$ cat config.mk
export PLATFORM = sky130hd
export DESIGN_NAME = cch_handoff
export DESIGN_NICKNAME = d
export VERILOG_FILES = /design/src/logic/cch_pkg.sv /design/src/logic/cch_sync.sv /design/src/logic/cch_handoff.sv
export VERILOG_INCLUDE_DIRS = /design/src /design/src/logic
export SDC_FILE = /design/constraint.sdc
export NUM_CORES = 1
export LEC_CHECK = 0
export ABC_AREA = 1
export BUFFER_PORTS_ARGS = -buffer_cell sky130_fd_sc_hd__buf_2
export CORE_ASPECT_RATIO = 0.7
export CORE_MARGIN = 2
export CORE_UTILIZATION = 53
export DETAILED_ROUTE_END_ITERATION = 10
export PLACE_DENSITY = 0.76
export SLEW_MARGIN = 20
export SYNTH_ARGS = -nofsm -noshare
export SYNTH_HDL_FRONTEND = slang
export SYNTH_SLANG_ARGS = --single-unit
$ cat constraint.sdc
create_clock -name i_clk -period 2.7 [get_ports i_clk]
set_input_delay 0.27 -clock i_clk [delete_from_list [all_inputs] [get_ports i_clk]]
set_output_delay 0.27 -clock i_clk [all_outputs]
set_load 0.01 [all_outputs]
$ cat src/logic/cch_map.svh
// named offsets, codes and counts of the configuration chain hand-off block
`ifndef CCH_MAP_SVH
`define CCH_MAP_SVH

// ----------------------------------------------------------------
// boundary-scan instruction register
// ----------------------------------------------------------------
`define CCH_IR_W 2
`define CCH_IR_BYPASS 2'h3
`define CCH_IR_PROGRAM 2'h1
`define CCH_IR_CAPTURE 2'h1

// ----------------------------------------------------------------
// scheme select codes
// ----------------------------------------------------------------
`define CCH_SCH_JTAG_ONLY 4'h0
`define CCH_SCH_PS 4'h2
`define CCH_SCH_AS 4'h3
`define CCH_SCH_FPP 4'h4

// ----------------------------------------------------------------
// counts
// ----------------------------------------------------------------
`define CCH_CNT_W 11
`define CCH_BITSTREAM_BITS 11'h100
`define CCH_INIT_TCK 11'h446
`define CCH_FPP_STEP 11'h008
`define CCH_SER_STEP 11'h001
`define CCH_CNT_ONE 11'h001
`define CCH_CNT_ZERO 11'h000
`define CCH_SYNC_W 20

`endif

$ cat src/logic/cch_pkg.sv
// types of the configuration chain hand-off block
package cch_pkg;

	typedef enum logic [3:0] {
		TAP_EXIT2_DR = 4'h0,
		TAP_EXIT1_DR = 4'h1,
		TAP_SHIFT_DR = 4'h2,
		TAP_PAUSE_DR = 4'h3,
		TAP_SEL_IR = 4'h4,
		TAP_UPD_DR = 4'h5,
		TAP_CAP_DR = 4'h6,
		TAP_SEL_DR = 4'h7,
		TAP_EXIT2_IR = 4'h8,
		TAP_EXIT1_IR = 4'h9,
		TAP_SHIFT_IR = 4'hA,
		TAP_PAUSE_IR = 4'hB,
		TAP_IDLE = 4'hC,
		TAP_UPD_IR = 4'hD,
		TAP_CAP_IR = 4'hE,
		TAP_RESET = 4'hF
	} cch_tap_t;

	typedef enum logic [2:0] {
		ST_WAIT = 3'h0,
		ST_LOAD = 3'h1,
		ST_INIT = 3'h2,
		ST_WAIT_ALL = 3'h3,
		ST_USER = 3'h4
	} cch_cfg_t;

endpackage

$ cat src/logic/cch_sync.sv
// two-flop synchroniser for the pins of the hand-off block
`timescale 1ns/1ps
`default_nettype none
module cch_sync #(
	parameter int W = 20
) (
	// clock and reset
	input wire logic i_clk,
	input wire logic i_rst_n,
	// data
	input wire logic [W-1:0] i_d,
	output logic [W-1:0] o_q
);

	logic [W-1:0] meta_q;

	genvar g;
	generate
		for (g = 0; g < W; g++) begin : g_bit
			always_ff @(posedge i_clk or negedge i_rst_n) begin
				if (!i_rst_n) begin
					meta_q[g] <= 1'b0;
					o_q[g] <= 1'b0;
				end else begin
					meta_q[g] <= i_d[g];
					o_q[g] <= meta_q[g];
				end
			end
		end
	endgenerate

endmodule
`default_nettype wire

$ cat src/logic/cch_handoff.sv
// configuration chain hand-off: boundary-scan loader, passive loader, shared lines
// What this block does
// - drive chain-enable output low after own configuration
// - shared lines: all enter user mode together
// - scan load in order: output low after load
// - single bypass stage, no device count limit
// - serial input in all passive schemes; parallel only fast
// - release done line at end of configuration
// - bypass passes data through one register stage
// - reconfigure request ignored during scan programming
`timescale 1ns/1ps
`default_nettype none
`include "cch_map.svh"
module cch_handoff import cch_pkg::*; (
	// clock and reset
	input wire logic i_clk,
	input wire logic i_rst_n,
	// boundary-scan pins
	input wire logic i_tck,
	input wire logic i_tms,
	input wire logic i_tdi,
	output logic o_tdo,
	// chain and configuration pins
	input wire logic i_chain_enable_in_n,
	output logic o_chain_enable_out_n,
	input wire logic i_reconfigure_request_n,
	input wire logic [3:0] i_scheme_select,
	input wire logic i_config_clock_pin,
	input wire logic i_serial_config_input,
	input wire logic [6:0] i_parallel_data,
	// shared open-drain lines
	input wire logic i_config_complete_line,
	output logic o_config_complete_line,
	output logic o_config_complete_line_oe_n,
	input wire logic i_config_fault_line,
	output logic o_config_fault_line,
	output logic o_config_fault_line_oe_n,
	// status
	output logic o_user_mode,
	output logic [7:0] o_config_checksum
);

	// ----------------------------------------------------------------
	// pin synchronisers and edge detection
	// ----------------------------------------------------------------
	logic [`CCH_SYNC_W-1:0] syn;
	logic tck_s, tms_s, tdi_s, chain_in_n_s, reconf_n_s, cclk_s, serial_s, done_s, fault_s;
	logic [3:0] scheme_s;
	logic [6:0] par_s;
	logic tck_prev_q, cclk_prev_q, tck_rise, cclk_rise;

	cch_sync #(.W(`CCH_SYNC_W)) u_sync (
		.i_clk(i_clk),
		.i_rst_n(i_rst_n),
		.i_d({i_tck, i_tms, i_tdi, i_chain_enable_in_n, i_reconfigure_request_n,
			i_scheme_select, i_serial_config_input, i_parallel_data,
			i_config_clock_pin, i_config_complete_line, i_config_fault_line}),
		.o_q(syn)
	);

	assign {tck_s, tms_s, tdi_s, chain_in_n_s, reconf_n_s, scheme_s, serial_s, par_s,
		cclk_s, done_s, fault_s} = syn;
	assign tck_rise = tck_s & ~tck_prev_q;
	assign cclk_rise = cclk_s & ~cclk_prev_q;

	// ----------------------------------------------------------------
	// test access port
	// ----------------------------------------------------------------
	function automatic cch_tap_t tap_next(input cch_tap_t s, input logic tms);
		unique case (s)
			TAP_RESET: tap_next = tms ? TAP_RESET : TAP_IDLE;
			TAP_IDLE: tap_next = tms ? TAP_SEL_DR : TAP_IDLE;
			TAP_SEL_DR: tap_next = tms ? TAP_SEL_IR : TAP_CAP_DR;
			TAP_CAP_DR: tap_next = tms ? TAP_EXIT1_DR : TAP_SHIFT_DR;
			TAP_SHIFT_DR: tap_next = tms ? TAP_EXIT1_DR : TAP_SHIFT_DR;
			TAP_EXIT1_DR: tap_next = tms ? TAP_UPD_DR : TAP_PAUSE_DR;
			TAP_PAUSE_DR: tap_next = tms ? TAP_EXIT2_DR : TAP_PAUSE_DR;
			TAP_EXIT2_DR: tap_next = tms ? TAP_UPD_DR : TAP_SHIFT_DR;
			TAP_UPD_DR: tap_next = tms ? TAP_SEL_DR : TAP_IDLE;
			TAP_SEL_IR: tap_next = tms ? TAP_RESET : TAP_CAP_IR;
			TAP_CAP_IR: tap_next = tms ? TAP_EXIT1_IR : TAP_SHIFT_IR;
			TAP_SHIFT_IR: tap_next = tms ? TAP_EXIT1_IR : TAP_SHIFT_IR;
			TAP_EXIT1_IR: tap_next = tms ? TAP_UPD_IR : TAP_PAUSE_IR;
			TAP_PAUSE_IR: tap_next = tms ? TAP_EXIT2_IR : TAP_PAUSE_IR;
			TAP_EXIT2_IR: tap_next = tms ? TAP_UPD_IR : TAP_SHIFT_IR;
			TAP_UPD_IR: tap_next = tms ? TAP_SEL_DR : TAP_IDLE;
		endcase
	endfunction

	cch_tap_t tap_q, tap_d;
	logic [`CCH_IR_W-1:0] ir_q, ir_d, irsh_q, irsh_d;
	logic byp_q, byp_d, tdo_q, tdo_d;

	always_comb begin
		tap_d = tap_q;
		ir_d = ir_q;
		irsh_d = irsh_q;
		byp_d = byp_q;
		tdo_d = tdo_q;
		if (tck_rise) begin
			tap_d = tap_next(tap_q, tms_s);
			if (tap_q == TAP_RESET) begin
				ir_d = `CCH_IR_BYPASS;
			end else if (tap_q == TAP_CAP_IR) begin
				irsh_d = `CCH_IR_CAPTURE;
			end else if (tap_q == TAP_SHIFT_IR) begin
				irsh_d = {tdi_s, irsh_q[`CCH_IR_W-1:1]};
				tdo_d = irsh_q[0];
			end else if (tap_q == TAP_UPD_IR) begin
				ir_d = irsh_q;
			end else if (tap_q == TAP_CAP_DR) begin
				byp_d = 1'b0;
			end else if (tap_q == TAP_SHIFT_DR) begin
				// one stage per device keeps any chain length usable
				// tdo mirrors the bypass stage so the host sees each bit one tck later
				byp_d = tdi_s;
				tdo_d = tdi_s;
			end
		end
	end

	always_ff @(posedge i_clk or negedge i_rst_n) begin
		if (!i_rst_n) begin
			tap_q <= TAP_RESET;
			ir_q <= `CCH_IR_BYPASS;
			irsh_q <= `CCH_IR_CAPTURE;
			byp_q <= 1'b0;
			tdo_q <= 1'b0;
			tck_prev_q <= 1'b0;
			cclk_prev_q <= 1'b0;
		end else begin
			tap_q <= tap_d;
			ir_q <= ir_d;
			irsh_q <= irsh_d;
			byp_q <= byp_d;
			tdo_q <= tdo_d;
			tck_prev_q <= tck_s;
			cclk_prev_q <= cclk_s;
		end
	end

	assign o_tdo = tdo_q;

	// ----------------------------------------------------------------
	// configuration sequence
	// ----------------------------------------------------------------
	cch_cfg_t st_q, st_d;
	logic jtag_q, jtag_d, chain_out_n_q, chain_out_n_d, done_oe_n_q, done_oe_n_d;
	logic fault_oe_n_q, fault_oe_n_d, user_q, user_d;
	logic [`CCH_CNT_W-1:0] cnt_q, cnt_d, step;
	logic [7:0] chk_q, chk_d, word;
	logic scan_only, fast_passive_parallel_scheme, prog_start, load_edge, init_edge;

	assign scan_only = (scheme_s == `CCH_SCH_JTAG_ONLY);
	assign fast_passive_parallel_scheme = (scheme_s == `CCH_SCH_FPP);
	assign prog_start = tck_rise && (tap_q == TAP_UPD_IR) && (irsh_q == `CCH_IR_PROGRAM)
		&& !chain_in_n_s;
	assign load_edge = jtag_q ? (tck_rise && tap_q == TAP_SHIFT_DR && ir_q == `CCH_IR_PROGRAM)
		: cclk_rise;
	assign init_edge = jtag_q ? tck_rise : cclk_rise;
	// the upper data lanes count only in the fast parallel scheme
	assign step = (!jtag_q && fast_passive_parallel_scheme) ? `CCH_FPP_STEP : `CCH_SER_STEP;
	assign word = jtag_q ? {7'h00, tdi_s} : (fast_passive_parallel_scheme ? {par_s, serial_s} : {7'h00, serial_s});

	always_comb begin
		st_d = st_q;
		jtag_d = jtag_q;
		cnt_d = cnt_q;
		chk_d = chk_q;
		fault_oe_n_d = 1'b1;
		if (prog_start) begin
			st_d = ST_LOAD;
			jtag_d = 1'b1;
			cnt_d = `CCH_CNT_ZERO;
			chk_d = 8'h00;
		end else if (!jtag_q && !scan_only && !reconf_n_s) begin
			// request only acts outside scan programming
			st_d = ST_WAIT;
			cnt_d = `CCH_CNT_ZERO;
			fault_oe_n_d = 1'b0;
		end else begin
			unique case (st_q)
				ST_WAIT: begin
					if (!scan_only && reconf_n_s && !chain_in_n_s) begin
						st_d = ST_LOAD;
						jtag_d = 1'b0;
						cnt_d = `CCH_CNT_ZERO;
						chk_d = 8'h00;
					end
				end
				ST_LOAD: begin
					if (load_edge) begin
						chk_d = chk_q ^ word;
						cnt_d = cnt_q + step;
						if (cnt_q + step >= `CCH_BITSTREAM_BITS) begin
							st_d = ST_INIT;
							cnt_d = `CCH_CNT_ZERO;
						end
					end
				end
				ST_INIT: begin
					if (init_edge) begin
						cnt_d = cnt_q + `CCH_CNT_ONE;
						if (cnt_q + `CCH_CNT_ONE == `CCH_INIT_TCK) begin
							st_d = ST_WAIT_ALL;
						end
					end
				end
				ST_WAIT_ALL: begin
					// wired-AND level high means every device has finished
					if (done_s && fault_s) begin
						st_d = ST_USER;
					end
				end
				ST_USER: begin
					st_d = ST_USER;
				end
				default: begin
					st_d = ST_WAIT;
				end
			endcase
		end
		chain_out_n_d = !(st_d == ST_WAIT_ALL || st_d == ST_USER);
		// open-drain: pull low until loaded, then let the pull-up raise it
		done_oe_n_d = (st_d == ST_WAIT_ALL || st_d == ST_USER);
		user_d = (st_d == ST_USER);
	end

	always_ff @(posedge i_clk or negedge i_rst_n) begin
		if (!i_rst_n) begin
			st_q <= ST_WAIT;
			jtag_q <= 1'b0;
			cnt_q <= `CCH_CNT_ZERO;
			chk_q <= 8'h00;
			chain_out_n_q <= 1'b1;
			done_oe_n_q <= 1'b0;
			fault_oe_n_q <= 1'b1;
			user_q <= 1'b0;
			o_config_complete_line <= 1'b0;
			o_config_fault_line <= 1'b0;
		end else begin
			st_q <= st_d;
			jtag_q <= jtag_d;
			cnt_q <= cnt_d;
			chk_q <= chk_d;
			chain_out_n_q <= chain_out_n_d;
			done_oe_n_q <= done_oe_n_d;
			fault_oe_n_q <= fault_oe_n_d;
			user_q <= user_d;
			o_config_complete_line <= 1'b0;
			o_config_fault_line <= 1'b0;
		end
	end

	assign o_chain_enable_out_n = chain_out_n_q;
	assign o_config_complete_line_oe_n = done_oe_n_q;
	assign o_config_fault_line_oe_n = fault_oe_n_q;
	assign o_user_mode = user_q;
	assign o_config_checksum = chk_q;
endmodule
`default_nettype wire

==> Word-level counts from Yosys, hierarchy flattened <==
Cells that the tools add are included.
W data, S select, Z words.
{ "totals": {"regBits": 78, "output_inout_bits": 15, "wordCells": 190} }
{ "op_classes": {"addsub": 2, "magnitude_cmp": 1, "eq_ne": 35, "mux": 55, "bitwise": 7, "reduce_logical": 36} }
{ "ops": {"columns": ["operator", "count"], "rows": [
  ["$mux W11", 6],
  ["$mux W8", 6],
  ["$pmux W4 S12", 1],
  ["$mux W3", 12],
  ["$pmux W11 S3", 1],
  ["$eq A4 B4 Y1 const B", 8],
  ["$mux W2", 12],
  ["$eq A4 B3 Y1 const B", 5],
  ["$pmux W8 S2", 1],
  ["$pmux W3 S5", 1],
  ["$mux W1", 13],
  ["$ne A4 B4 Y1 const B", 3],
  ["$reduce_and A4 Y1", 3],
  ["$add A11 B1 Y11 const B", 1],
  ["$add A11 B4 Y11", 1],
  ["$eq A11 B11 Y1 const B", 1],
  ["$ge A11 B9 Y1 const B", 1],
  ["$logic_and A1 B1 Y1", 11],
  ["$ne A2 B2 Y1 const B", 5],
  ["$reduce_bool A2 Y1", 5],
  ["$eq A3 B2 Y1 const B", 3],
  ["$eq A4 B2 Y1 const B", 2],
  ["$logic_not A4 Y1", 2],
  ["$mux W4", 2],
  ["17 further kinds", 30]
]} }

==> Depth between registers and ports, before layout <==
Gate-level depths: netlist of the first run.
{ "logic_depth": {"depth_word": 13, "depth_mapped": 19, "mapped_depth_nobuf": 18} }

==> Modules after synthesis <==
A second synthesis of the first run with hierarchy kept.
{ "unflattened": {"cells_unflattened": 406, "hier_area_um2": 3706.1} }
{ "by_module_without_submodules": {"columns": ["mod", "n_inst", "cells_each", "area_each_um2"], "rows": [
  ["cch_handoff", 1, 366, 2705.1],
  ["cch_sync", 1, 40, 1001.0]
]} }

==> Worst setup path before layout of the first run <==
Ideal clock, no wire load.
{ "synth_path": {"kind": "reg2reg", "from": "register u_sync.o_q[12]", "to": "register cnt_q[5]", "arrival_time_ns": 2.572, "setup_slack_ns": 0.046, "stages_incl_launch_ff": 19, "path_buffers": 1, "period_less_slack_ns": 2.654, "cell_sequence": "dfrtp_1 -> nor2_1 -> inv_1 -> nor4_1 -> clkbuf_1 -> inv_1 -> ha_1 -> ha_1 -> nand3_1 -> nand2_1 -> nand3_1 -> nand2_1 -> nand2_1 -> nand3_1 -> nor2_1 -> nand2_1 -> nand2_1 -> nand2_1 -> o21ai_0"} }
{ "synth_between": {"elab_chain_len": 10, "elab_cells_between_ends": 21} }
{ "synth_rtl": {"columns": ["element", "line_no", "rtl"], "rows": [
  ["start: declaration", "cch_sync.sv:12", "output logic [W-1:0] o_q"],
  ["start signal: indexed assignment", "cch_sync.sv:26", "o_q[g] <= meta_q[g];"],
  ["$eq A4 B3 Y1 (no source line)", null, null],
  ["$logic_and A1 B1 Y1", "cch_handoff.sv:162", "assign step = (!jtag_q && fast_passive_parallel_scheme) ? `CCH_FPP_STEP : `CCH_SER_STEP;"],
  ["$mux W4 (no source line)", null, null],
  ["$add A11 B4 Y11", "cch_handoff.sv:194, cch_handoff.sv:195", null],
  ["$ge A11 B9 Y1 (no source line)", null, null],
  ["$mux W11", "cch_handoff.sv:195", "if (cnt_q + step >= `CCH_BITSTREAM_BITS) begin"],
  ["$mux W11", "cch_handoff.sv:192", "if (load_edge) begin"],
  ["$pmux W11 S3", "cch_handoff.sv:182", "unique case (st_q)"],
  ["$mux W11", "cch_handoff.sv:176", "end else if (!jtag_q && !scan_only && !reconf_n_s) begin"],
  ["$mux W11", "cch_handoff.sv:171", "if (prog_start) begin"],
  ["end signal: assignment", "cch_handoff.sv:233", "cnt_q <= `CCH_CNT_ZERO;"],
  ["end signal: assignment", "cch_handoff.sv:244", "cnt_q <= cnt_d;"],
  ["end: declaration", "cch_handoff.sv:150", "logic [`CCH_CNT_W-1:0] cnt_q, cnt_d, step;"]
]} }
Several ways; a longest one is shown, not always the timed one. The select of a mux whose other input is x is not followed.
A chain may end at the register's enable or synchronous reset.

==> Worst setup path in the final report of the first run <==
{ "layout_path": {"from": "register u_sync.o_q[12]", "to": "register cnt_q[3]"} }
Same word-level chain as after synthesis.

==> metrics.md, run 1 <==
| Metric | Value |
|---|---|
| Syn_area_per_cell | `approximately 8.8 µm²` |
| DR iter-0 viols | `between 150 and 200` |
| WP data required | `2.98 ns` |
| Top cells by area, synth | `dfrtp_1 47%, nand2_1 11%, dfstp_2 6.4%` |
| Via count | `2985` |
| First-pass GRT wire length | `13100 µm` |
| Synth warnings | `0` |
| Async SR Flop Fraction | `100%` |
| Outcome | `completed` |
| CTS tree | `done` |
| Die W | `between 100 and 150 µm` |
| Starting Density | `a little over half` |
| Synth unique cells | `36` |
| Final Cycle Share | `between 90% and 100%` |
| Hold crit path type | `in2reg` |
| Number of synthesized flops with an enable pin | `0` |
| Worst Setup End Kind | `flop` |
| Mux share of post-synthesis cell area | `0%` |
| Die area | `~7600 µm²` |
| Post-synth top flop | `dfrtp_1` |
| DP Wirelength | `between 5000 and 6000 µm` |
| CTS Buf Count | `9` |
| Maximum vdd drop | `just over 400 µV` |
| Total grt overflow | `0` |
| Net count reported at finish | `506` |
| Drt pass-1 iters | `5` |
| Core area | `around 6700 µm²` |
| Area of the mapped netlist | `3680 µm²` |
| Simple-Gate Fraction of Synth Area | `~26%` |
| Final Setup Violations | `0` |
| Post-Synth XOR/XNOR Area | `under 10%` |
| Port Buffer Count | `34` |
| Vias in the first global route | `approximately 2800` |
| Slew Viols, Final | `0` |
| Gate Count Post-Synth | `around 420` |
| Fin crit period | `roughly 2.5 ns` |
| Final core occ | `about two thirds` |
| Area Overhead vs Synth | `18.7%` |
| IO Count | `37` |
| Final TNS setup | `0 ns` |
| Lkg Pwr | `~2.2 nW` |
| Layout Cells excl Fill | `approximately 580` |
| Post-route DRC | `0` |
| Largest net degree at the start of global routing | `79` |
| Setup skew after layout | `between 0.01 and 0.015 ns` |
| Sink Count | `78` |
| Layout cells sized above 1 | `between 10% and 20%` |
| Yosys top cell area share | `46.9%` |
| Initial antenna violation count | `0` |
| Total power | `between 0.002 and 0.003 W` |
| Synth Area in Adders | `under 10%` |
| Kind of start point of the critical path | `flop` |
| Die height | `between 70 and 80 µm` |
| Largest family of logic cells by synthesized area | `simple AND/OR/NAND/NOR gates` |
| Root Buffer | `clkbuf_8` |
| ANT cells | `0` |
| Crit Path Max Fanout | `8` |
| Sequential-to-total area share from yosys stat | `between 50% and 60%` |
| Pwr dens | `666 nW/µm²` |
| GP Congestion | `about 0.93` |
| Post-placement cell count | `about 540` |
| Drt total wl | `7720 µm` |
| Setup CP Type | `reg2reg` |
| CTS max path bufs | `2` |
| Max cap viols | `0` |
| Compound-cell area share of the yosys netlist | `9.00%` |
| Final hold vios | `0` |
| Peak Freq | `about 400 MHz` |
| GRT Util Overall | `~22%` |
| Antenna violation net count after detailed routing | `0` |
| # rows | `25` |
| Max-slew headroom | `38.1%` |
| WL/cell | `around 13 µm` |
| H-tree depth | `3` |
| Synth Register Bits | `between 70 and 80` |
| CP Data Arrival Time | `roughly 2.8 ns` |
| DR vias/cell | `about 5.2` |
| Reg clk slew, reported paths | `about 0.08 ns` |
| Clk_lat worst skew | `0.36 ns` |
| Area leader, netlist | `dfrtp_1` |
| Slew of the pin with the lowest slew margin | `about 0.93 ns` |
==> registers in the layout, summed over array words and instances, names as in the netlist <==
name,count
o_user_mode,1
o_config_fault_line_oe_n,1
ir_q,2
cnt_q,11
cclk_prev_q,1
o_config_complete_line_oe_n,1
tap_q,4
irsh_q,2
jtag_q,1
st_q,3
o_tdo,1
o_config_checksum,8
tck_prev_q,1
u_sync.o_q,20
o_chain_enable_out_n,1
u_sync.meta_q,20
==> per-layer routing <==
| layer | vias to the layer above | GRT usage, % | share of wire (%) |
|---|---|---|---|
| li1 | 1471 | - | - |
| met1 | 1405 | 31.5 | 49 |
| met2 | 101 | 32.7 | 44 |
| met3 | 8 | 6.83 | 7.1 |
| met4 | 0 | 6.91 | 0.88 |
| met5 | - | 0 | 0 |
==> cell usage after synthesis, types with 5 or more instances <==
| cell | instances |
|---|---|
| nor3_1 | 5 |
| dfstp_2 | 9 |
| nand3_1 | 42 |
| o21ai_0 | 19 |
| nand4_1 | 10 |
| ha_1 | 5 |
| dfrtp_1 | 69 |
| nand2_1 | 105 |
| o21ai_2 | 8 |
| xor2_1 | 10 |
| nor2_1 | 38 |
| inv_1 | 47 |
| a21oi_1 | 6 |
==> placed cells by master, fill, tap and decap left out, types with 2 or more instances in the layout <==
master         instances
clkbuf_8              10
buf_4                  9
nor2_2                 2
nand3b_1               3
dfrtp_1               69
nand3_2                2
nand3_1               42
xor2_1                10
nand4_1               10
xnor2_1                2
o211ai_1               4
inv_6                  3
a21oi_1                6
a22oi_1                2
o21ai_2                8
dfstp_2                9
nand2_1              104
a31oi_1                3
nand2_2                3
conb_1                 2
nor2_1                37
o21ai_0               18
inv_1                 47
a21o_1                 4
nor3_1                 5
inv_2                  2
buf_2                 33
dlygate4sd3_1         18
ha_1                   5
==> final timing paths <==
check / start / slack (ns) / cells after the start / to
max reg2reg: u_sync.o_q[12] / 0.19 / 18 / cnt_q[3]
max in group asynchronous: i_rst_n / 2.05 / 1 / cnt_q[9]
min in group asynchronous: i_rst_n / 0.04 / 1 / st_q[2]
min: i_parallel_data[5] / 0.02 / 1 / u_sync.meta_q[8]
max: u_sync.o_q[12] / 0.19 / 18 / cnt_q[3]
min reg2reg: u_sync.meta_q[14] / 0.35 / 0 / u_sync.o_q[14]
==> cell families after synthesis <==
logic type,after synthesis
other cells,1
compound gates,49
xor+xnor,12
simple gates,213
fa+ha+maj,5
flops,78
buf+inv,59
==> worst max-delay path, stage by stage, from the launching register on <==
cell     delay, ns
dfrtp_1       0.38
nor2_2        0.12
inv_1         0.08
nor4_4        0.27
inv_1         0.08
ha_1          0.22
ha_1          0.22
nand3_1       0.10
nand2_2       0.10
nand3_1       0.08
nand2_1       0.05
nand2_1       0.06
nand3_1       0.12
nor2_1        0.13
buf_4         0.16
nand2_1       0.07
nand2_1       0.06
nand2_1       0.04
o21ai_0       0.08
==> timing repair <==
item	in CTS	in global routing
resized for setup	0	4
setup endpoints to repair	0	10
endpoints found under the hold margin	15	3
setup buffers	0	2
hold buffers	15	3
==> report_power, final <==
part	switching, W	internal (W)
Combinational	0.000347	0.000202
Sequential	0.000124	0.00132
Clock	0.000454	0.000468
==> through the flow <==
step | setup slack, ns | cell area (µm²) | hold WS [ns]
5_1_grt | -0.0365 | 4370 | 0.00772
6_report | 0.192 | 4370 | 0.0185
2_1_floorplan | 0.0456 | 3690 | -0.0256
4_1_cts | 0.139 | 4310 | 0.000470
3_5_place_dp | 0.170 | 3950 | 0.335
3_3_place_gp | 0.321 | 3950 | 0.332
==> area by class of cell <==
class	instances	area (µm²)
clock inverters	6	75.1
repair buffers	60	413
well taps	94	118
flip-flops and latches	78	1960
multi-input cells	281	1480
fillers	529	2350
clock buffers	10	138
inverters	49	184
(Power assumes the default switching activity.)
==> inputs of run 2 (changes only) <==
- GPL_TIMING_DRIVEN: unset -> 0
==> run 2 against run 1 <==
  * Register-to-register slack got worse by 0.07 ns
  * Core utilization rose by 2.2 points
  * Via count rose by 2.2%
  * Clock-buffer cell count fell by 1
  * Clock power fell by 1%
  * Largest cell class unchanged
==> metrics.md, run 2 (synthesis gave the netlist of run 1 again) <==
| Metric | Value |
|---|---|
| Layout cells sized above 1 | `23.1% (+4.7 points)` |
| Antenna violation net count after detailed routing | `0 (unchanged)` |
| Met3 WL post-DR | `556 µm (+1.6%)` |
| Starting Density | `54.8% (unchanged)` |
| Slowest Stage Delay on Critical Path | `0.39 ns (about the same)` |
| ANT cells | `0 (unchanged)` |
| CTS Buf Count | `9 (unchanged)` |
| Fin crit period | `2.57 ns (+0.0662 ns)` |
| Final core occ | `67.2% (+2.2 points)` |
| CTS max path bufs | `2 (unchanged)` |
| Area Overhead vs Synth | `22.7%` |
| Worst-case hold slack | `0.0155 ns (-0.00297 ns)` |
| Final hold vios | `0 (unchanged)` |
| Sink Count | `78 (unchanged)` |
| # rows | `25 (unchanged)` |
| Buf/Inv on CP | `4 (+1)` |
| CTS tree | `done` |
| WP data required | `2.97 ns (about the same)` |
| Largest net degree at the start of global routing | `52 (-34%)` |
| Hold crit path type | `in2reg` |
| Worst Setup End Kind | `flop` |
| Most frequent cells in the layout | `101 x nand2_1, 69 x dfrtp_1, 45 x inv_1` |
| Levels on crit path | `17 (-1)` |
| Origin of the worst setup path | `u_sync.o_q[11]` |
| Kind of start point of the critical path | `flop` |
| Via count | `3051 (+2.2%)` |
| WL met1 | `3700 µm (-1.3%)` |
| Vias in the first global route | `2900 (+2.7%)` |
| Final Setup Violations | `0 (unchanged)` |
| RR Startpoint | `u_sync.o_q[11]` |
| Area of the multi-input gates | `1580 µm² (+6.5%)` |
| Max layer used | `met4` |
| Lkg Pwr | `2.23 nW (+3.1%)` |
| DP Wirelength | `5310 µm (-0.93%)` |
| Drt total wl | `8110 µm (+5.0%)` |
| CP Data Arrival Time | `2.85 ns (+0.06 ns)` |
| Commonest non-fill, non-tap cell in the layout | `nand2_1` |
| Outcome | `completed` |
| Worst slack at placement | `-0.657 ns (-0.827 ns)` |
| Port Buffer Count | `34 (unchanged)` |
| CP max stage cell | `dfrtp_1` |
| Slew Viols, Final | `0 (unchanged)` |
| First-pass GRT wire length | `13400 µm (+2.2%)` |
| Post-route setup slack | `0.126 ns (-0.0662 ns)` |
| Fillers | `530 (+0.19%)` |
| Critical path destination | `cnt_q[6]` |
| Maximum vdd drop | `656 µV (+60%)` |
| Critical R2R Capture | `cnt_q[6]` |
| WL/cell | `13.9 µm (+4.1%)` |
| Die area | `7640 µm² (unchanged)` |
| Critical Path, Cell by Cell | `nor2_2 > inv_2 > nor4_4 > clkbuf_8 > inv_2 > ha_4 > ha_4 > nand3_4 > nand2_4 > nand2_2 > nand2_1 > nand2_1 > nand3_2 > nor2_4 > buf_6 > nand3_1 > o211ai_1` |
| Max-slew headroom | `62.7% (+25 points)` |
| GRT Util Overall | `22.8% (+0.69 points)` |
| H-tree depth | `3 (unchanged)` |
| Total grt overflow | `0 (unchanged)` |
| Routed wire length on met2 | `3720 µm (+11%)` |
| Die height | `73.7 µm (unchanged)` |
| Post-route DRC | `0 (unchanged)` |
| Drt pass-1 iters | `5 (unchanged)` |
| Clk_lat worst skew | `0.36 ns (about the same)` |
| Initial antenna violation count | `0 (unchanged)` |
| Die W | `104 µm (unchanged)` |
| Net count reported at finish | `511 (+0.99%)` |
| Reg2reg setup slack | `0.13 ns (-0.07 ns)` |
| FF+latch area | `1960 µm² (unchanged)` |
| DR vias/cell | `5.23 (+1.3%)` |
| Worst R2R Path Depth | `17 (-1)` |
| Max cap viols | `0 (unchanged)` |
| Setup skew after layout | `0.0101 ns (-0.00226 ns)` |
| Crit Path Max Fanout | `8 (unchanged)` |
| Root Buffer | `clkbuf_8` |
| Core area | `6730 µm² (unchanged)` |
| Peak Freq | `388 MHz (-2.6%)` |
| Pwr dens | `655 nW/µm² (-1.7%)` |
| Largest registers | `u_sync.meta_q: 20 flops, u_sync.o_q: 20 flops, cnt_q: 11 flops` |
| IO Count | `37 (unchanged)` |
| Setup CP Type | `reg2reg` |
| DR iter-0 viols | `220 (+30%)` |
| Final Cycle Share | `95.3% (+2.5 points)` |
| Critical path's top delay family | `simple AND/OR/NAND/NOR gates` |
| GP Congestion | `0.934 (+0.12%)` |
| Slew of the pin with the lowest slew margin | `0.557 ns (-0.371 ns)` |
| Reg clk slew, reported paths | `0.09 ns (about the same)` |
[run 2: cell types whose count changed in the layout (fill, tap and decap cells not counted), moves of 3 or more]
cell / delta
dlygate4sd3_1: -6
buf_6: +4
nand2_1: -3
nand3_1: -3
ha_1: -3
ha_4: +3
buf_4: +3
[run 2: where the power goes]
| part | internal (W) | total (W) | switching, W |
|---|---|---|---|
| Clock | 0.000440 | 0.000912 | 0.000472 |
| Sequential | 0.00132 | 0.00140 | 0.0000874 |
| Combinational | 0.000239 | 0.000643 | 0.000404 |
| Total | 0.00199 | 0.00296 | 0.000964 |
[run 2: repair_timing]
| action | in CTS | in global routing |
|---|---|---|
| gates cloned | 0 | 0 |
| hold endpoints to repair | 35 | 1 |
| hold buffers | 11 | 1 |
| setup buffers | 1 | 7 |
| gates resized for setup | 9 | 21 |
| endpoints found under the setup margin | 12 | 12 |
| pin swaps | 1 | 10 |
[run 2: metrics by stage]
step	std cells	total power, W	TNS [ns]	cell area, µm²
2_1_floorplan	418	0.00184	0	3690
3_3_place_gp	546	0.00199	-5.17	3970
3_5_place_dp	547	0.00201	-6.09	4000
4_1_cts	575	0.00294	0	4370
5_1_grt	583	0.00312	-0.0433	4520
6_report	583	0.00296	0	4520
[run 2: worst min-delay path by stage]
| stage | startpoint | cells past startpoint | slack (ns) | to |
|---|---|---|---|---|
| after floorplan | i_rst_n | 0 | -0.03 | cclk_prev_q |
| after global placement | u_sync.meta_q[6] | 0 | 0.33 | u_sync.o_q[6] |
| after detailed placement | i_rst_n | 1 | 0.23 | o_user_mode |
| after CTS | i_parallel_data[2] | 1 | 0.0005 | u_sync.meta_q[5] |
| after global routing | i_tms | 1 | 0.003 | u_sync.meta_q[18] |
| final | i_parallel_data[5] | 1 | 0.02 | u_sync.meta_q[8] |
[run 2: layout make-up]
class / instances / share of cell area [%]
buffer: 10 / 1.94
clock buffer: 9 / 2.74
clock inverter: 7 / 1.77
inverter: 49 / 4.07
multi-input combinational: 281 / 34.9
sequential: 78 / 43.5
tap: 94 / 2.60
timing repair buffer: 55 / 8.50
[run 2: routing by layer]
layer | GRT usage, % | vias up
met3 | 5.50 | 14
met4 | 7.96 | 0
met2 | 36.0 | 112
li1 | - | 1483
met5 | 0 | -
met1 | 31.5 | 1442
==> inputs of run 3 (changes only) <==
- ABC_AREA: 1 -> 0
- CORE_UTILIZATION: 53 -> 52
- PLACE_DENSITY: 0.76 -> 0.75
==> run 3 against run 2 <==
  * The flow now finishes with violations (setup timing)
  * Sequential share of layout area increased by 2.5 points
  * Synthesized cell count decreased by 21%
  * Area after synthesis decreased by 4.3%
  * First-iteration DRC count decreased by 46%
  * Power decreased by 2.2%
  * Critical path type unchanged
  * Largest power group unchanged
==> metrics.md, run 3 <==
| Metric | Value |
|---|---|
| Setup CP Type | `reg2reg` |
| Failing checks | `setup timing` |
| Reg clk slew, reported paths | `0.09 ns (about the same)` |
| Post-synth top flop | `dfrtp_1` |
| Yosys top cell area share | `49.0% (+2.1 points)` |
| Drt pass-1 iters | `4 (-1)` |
| Post-synth top cells | `69 x dfrtp_1, 28 x nor2_1, 22 x a21oi_1, 21 x nand2_1, 19 x o21ai_0` |
| Die height | `72.9 µm (-1.2%)` |
| Hold crit path type | `in2reg` |
| Area of the mapped netlist | `3520 µm² (-4.3%)` |
| CP Data Arrival Time | `3.06 ns (+0.21 ns)` |
| Final Setup Violations | `2 (+2)` |
| Die area | `7460 µm² (-2.4%)` |
| Setup skew after layout | `0.00864 ns (-0.00148 ns)` |
| CP max stage cell | `or4_4` |
| Commonest non-fill, non-tap cell in the layout | `dfrtp_1` |
| Slew of the pin with the lowest slew margin | `1.09 ns (+0.533 ns)` |
| Slew Viols, Final | `0 (unchanged)` |
| RSZ-0062 raised after global routing | `true` |
| GRT Util Overall | `21.7% (-1.1 points)` |
| Final TNS setup | `-0.0999 ns (-0.0999 ns)` |
| DR vias/cell | `5.49 (+5.0%)` |
| Buf/Inv on CP | `2 (-2)` |
| Number of synthesized flops with an enable pin | `0 (unchanged)` |
| Top cells by area, synth | `dfrtp_1 49%, dfstp_2 6.7%, xor2_1 3.2%` |
| Worst Setup End Kind | `flop` |
| WP data required | `2.98 ns (about the same)` |
| Port Buffer Count | `34 (unchanged)` |
| WL/cell | `15.5 µm (+11%)` |
| DP Wirelength | `4850 µm (-8.6%)` |
| Starting Density | `52.9% (-1.9 points)` |
| Sink Count | `78 (unchanged)` |
| Kind of start point of the critical path | `flop` |
| Die W | `102 µm (-1.2%)` |
| ANT cells | `0 (unchanged)` |
| Worst slack at placement | `-0.396 ns (+0.261 ns)` |
| Drt total wl | `7590 µm (-6.4%)` |
| DR iter-0 viols | `118 (-46%)` |
| Area Overhead vs Synth | `21.3%` |
| Largest net degree at the start of global routing | `45 (-13%)` |
| Synth unique cells | `58 (+61%)` |
| Critical Path, Cell by Cell | `nor4_2 > and2_1 > clkbuf_8 > inv_4 > ha_4 > ha_4 > a31oi_4 > o31ai_4 > o41ai_4 > nand3_2 > or4_4 > a31oi_1` |
| CTS Buf Count | `9 (unchanged)` |
| Net count reported at finish | `419 (-18%)` |
| CP most frequent cell | `ha_4` |
| Fin crit period | `2.78 ns (+0.201 ns)` |
| Total grt overflow | `0 (unchanged)` |
| Outcome | `finished, violations left` |
| Gate Count Post-Synth | `330 (-21%)` |
| Core area | `6660 µm² (-0.93%)` |
| Max-slew headroom | `26.7% (-36 points)` |
| Post-route setup slack | `-0.0755 ns (-0.201 ns)` |
| Final hold vios | `0 (unchanged)` |
| CTS tree | `done` |
| Initial antenna violation count | `0 (unchanged)` |
| Worst-case hold slack | `0.0103 ns (-0.00521 ns)` |
| IO Count | `37 (unchanged)` |
| Largest registers | `u_sync.meta_q: 20 flops, u_sync.o_q: 20 flops, cnt_q: 11 flops` |
| Async SR Flop Fraction | `100% (unchanged)` |
| Via count | `2697 (-12%)` |
| Root Buffer | `clkbuf_8` |
| GP Congestion | `0.899 (-3.7%)` |
| Clk_lat worst skew | `0.36 ns (about the same)` |
| Lkg Pwr | `1.84 nW (-17%)` |
| Post-route DRC | `0 (unchanged)` |
| Synth warnings | `0 (unchanged)` |
| Final Cycle Share | `103% (+7.5 points)` |
| Synth Register Bits | `78 (unchanged)` |
| CTS max path bufs | `2 (unchanged)` |
| Max cap viols | `0 (unchanged)` |
| Critical path's top delay family | `simple AND/OR/NAND/NOR gates` |
| Crit Path Max Fanout | `4 (-4)` |
| Syn_area_per_cell | `10.7 µm² (+21%)` |
| Vias in the first global route | `2540 (-12%)` |
| H-tree depth | `3 (unchanged)` |
| First-pass GRT wire length | `12300 µm (-8.7%)` |
| Area leader, netlist | `dfrtp_1` |
| Antenna violation net count after detailed routing | `0 (unchanged)` |
| # rows | `25 (unchanged)` |
| Slowest Stage Delay on Critical Path | `0.53 ns (+0.14 ns)` |
| Sequential-to-total area share from yosys stat | `55.7% (+2.4 points)` |
| Post-placement cell count | `460 (-16%)` |
| Maximum vdd drop | `431 µV (-34%)` |
| Pwr dens | `678 nW/µm² (+3.5%)` |
| Peak Freq | `360 MHz (-7.3%)` |
| Most frequent cell after synthesis | `dfrtp_1` |
| Layout cells sized above 1 | `27.0% (+3.8 points)` |
| Most frequent cells in the layout | `68 x dfrtp_1, 36 x buf_2, 28 x nor2_1` |
| Final core occ | `64.1% (-3.1 points)` |
| Layout Cells excl Fill | `491 (-16%)` |
[run 3: cell count changes in the layout (fill, tap and decap cells not counted), moves of 4 or more]
| cell | before | now |
|---|---|---|
| nand2_1 | 101 | 21 |
| nand2_2 | 4 | 0 |
| nand3_1 | 39 | 17 |
| a21oi_1 | 6 | 22 |
| o21ai_2 | 8 | 0 |
| dlygate4sd3_1 | 12 | 7 |
| nor3_1 | 5 | 14 |
| inv_2 | 4 | 0 |
| buf_4 | 12 | 17 |
| nor2_1 | 36 | 28 |
| clkbuf_1 | 0 | 7 |
| inv_1 | 45 | 5 |
[run 3: where the power goes]
part | total, W | internal [W] | switching (W)
sequential | 0.00142 | 0.00133 | 0.0000964
combinational | 0.000604 | 0.000241 | 0.000364
clock | 0.000867 | 0.000365 | 0.000501
total | 0.00289 | 0.00193 | 0.000961
[run 3: worst reg2reg max path, cell delays in order, from the launching register on]
cell and delay [ns]:
dfrtp_1 0.40, nor4_2 0.24, and2_1 0.18, clkbuf_8 0.16, inv_4 0.04, ha_4 0.16
ha_4 0.16, a31oi_4 0.29, o31ai_4 0.10, o41ai_4 0.08, nand3_2 0.18, or4_4 0.53
a31oi_1 0.18
[run 3: cell families (layout without fill, tap and decap cells)]
logic type               Yosys count  after routing  share of synthesized area, %
flip-flops                        78             78                          55.7
AND/OR/NAND/NOR                  127            127                          19.6
AO/OA/AOI/OAI                     71             71                          13.3
XOR/XNOR                          18             18                          4.48
buffers and inverters             28             94                          4.40
adder cells (fa/ha/maj)            5              5                          1.78
multiplexers                       2              2                         0.604
other                              1              2                         0.106
[run 3: worst paths after layout]
path / from / slack (ns) / end / cells after the start
max in group asynchronous: i_rst_n / 1.67 / irsh_q[0] / 3
hold / removal: i_reconfigure_request_n / 0.01 / u_sync.meta_q[15] / 1
min in group asynchronous: i_rst_n / 0.39 / cnt_q[5] / 2
setup / recovery: u_sync.o_q[14] / -0.08 / cnt_q[5] / 12
setup reg to reg: u_sync.o_q[14] / -0.08 / cnt_q[5] / 12
hold reg to reg: u_sync.meta_q[10] / 0.35 / u_sync.o_q[10] / 0
[run 3: per-layer routing]
metal / share of wire, % / vias to the layer above / wire length [µm] / global-route usage, %
met5: 0 / - / 0 / 0
met4: 1.4 / 0 / 108 / 6.22
met3: 5.9 / 12 / 451 / 6.23
met2: 46 / 70 / 3460 / 31.5
met1: 47 / 1311 / 3580 / 32.0
li1: - / 1304 / - / -
[run 3: per-stage QoR]
stage | area [µm²] | total power [W]
floorplan | 3530 | 0.00181
global placement | 3820 | 0.00196
detailed placement | 3840 | 0.00200
CTS | 4170 | 0.00289
global route | 4270 | 0.00305
finish | 4270 | 0.00289
[run 3: timing repair]
item                                    4_1_cts  5_1_grt
pin swaps                                    10        4
gates resized for setup                      11        5
endpoints found under the hold margin        32        6
setup buffers                                 8        2
hold buffers                                  1        6
endpoints found under the setup margin        8        8
[run 3: cell type report]
type                    count  area [µm²]
multi-input cells         225        1490
plain buffers              20         134
repair buffers             52         338
inverters                   6        25.0
clock inverters             7        75.1
clock buffers               9         124
fillers                   523        2390
well taps                  94         118
flip-flops and latches     78        1960
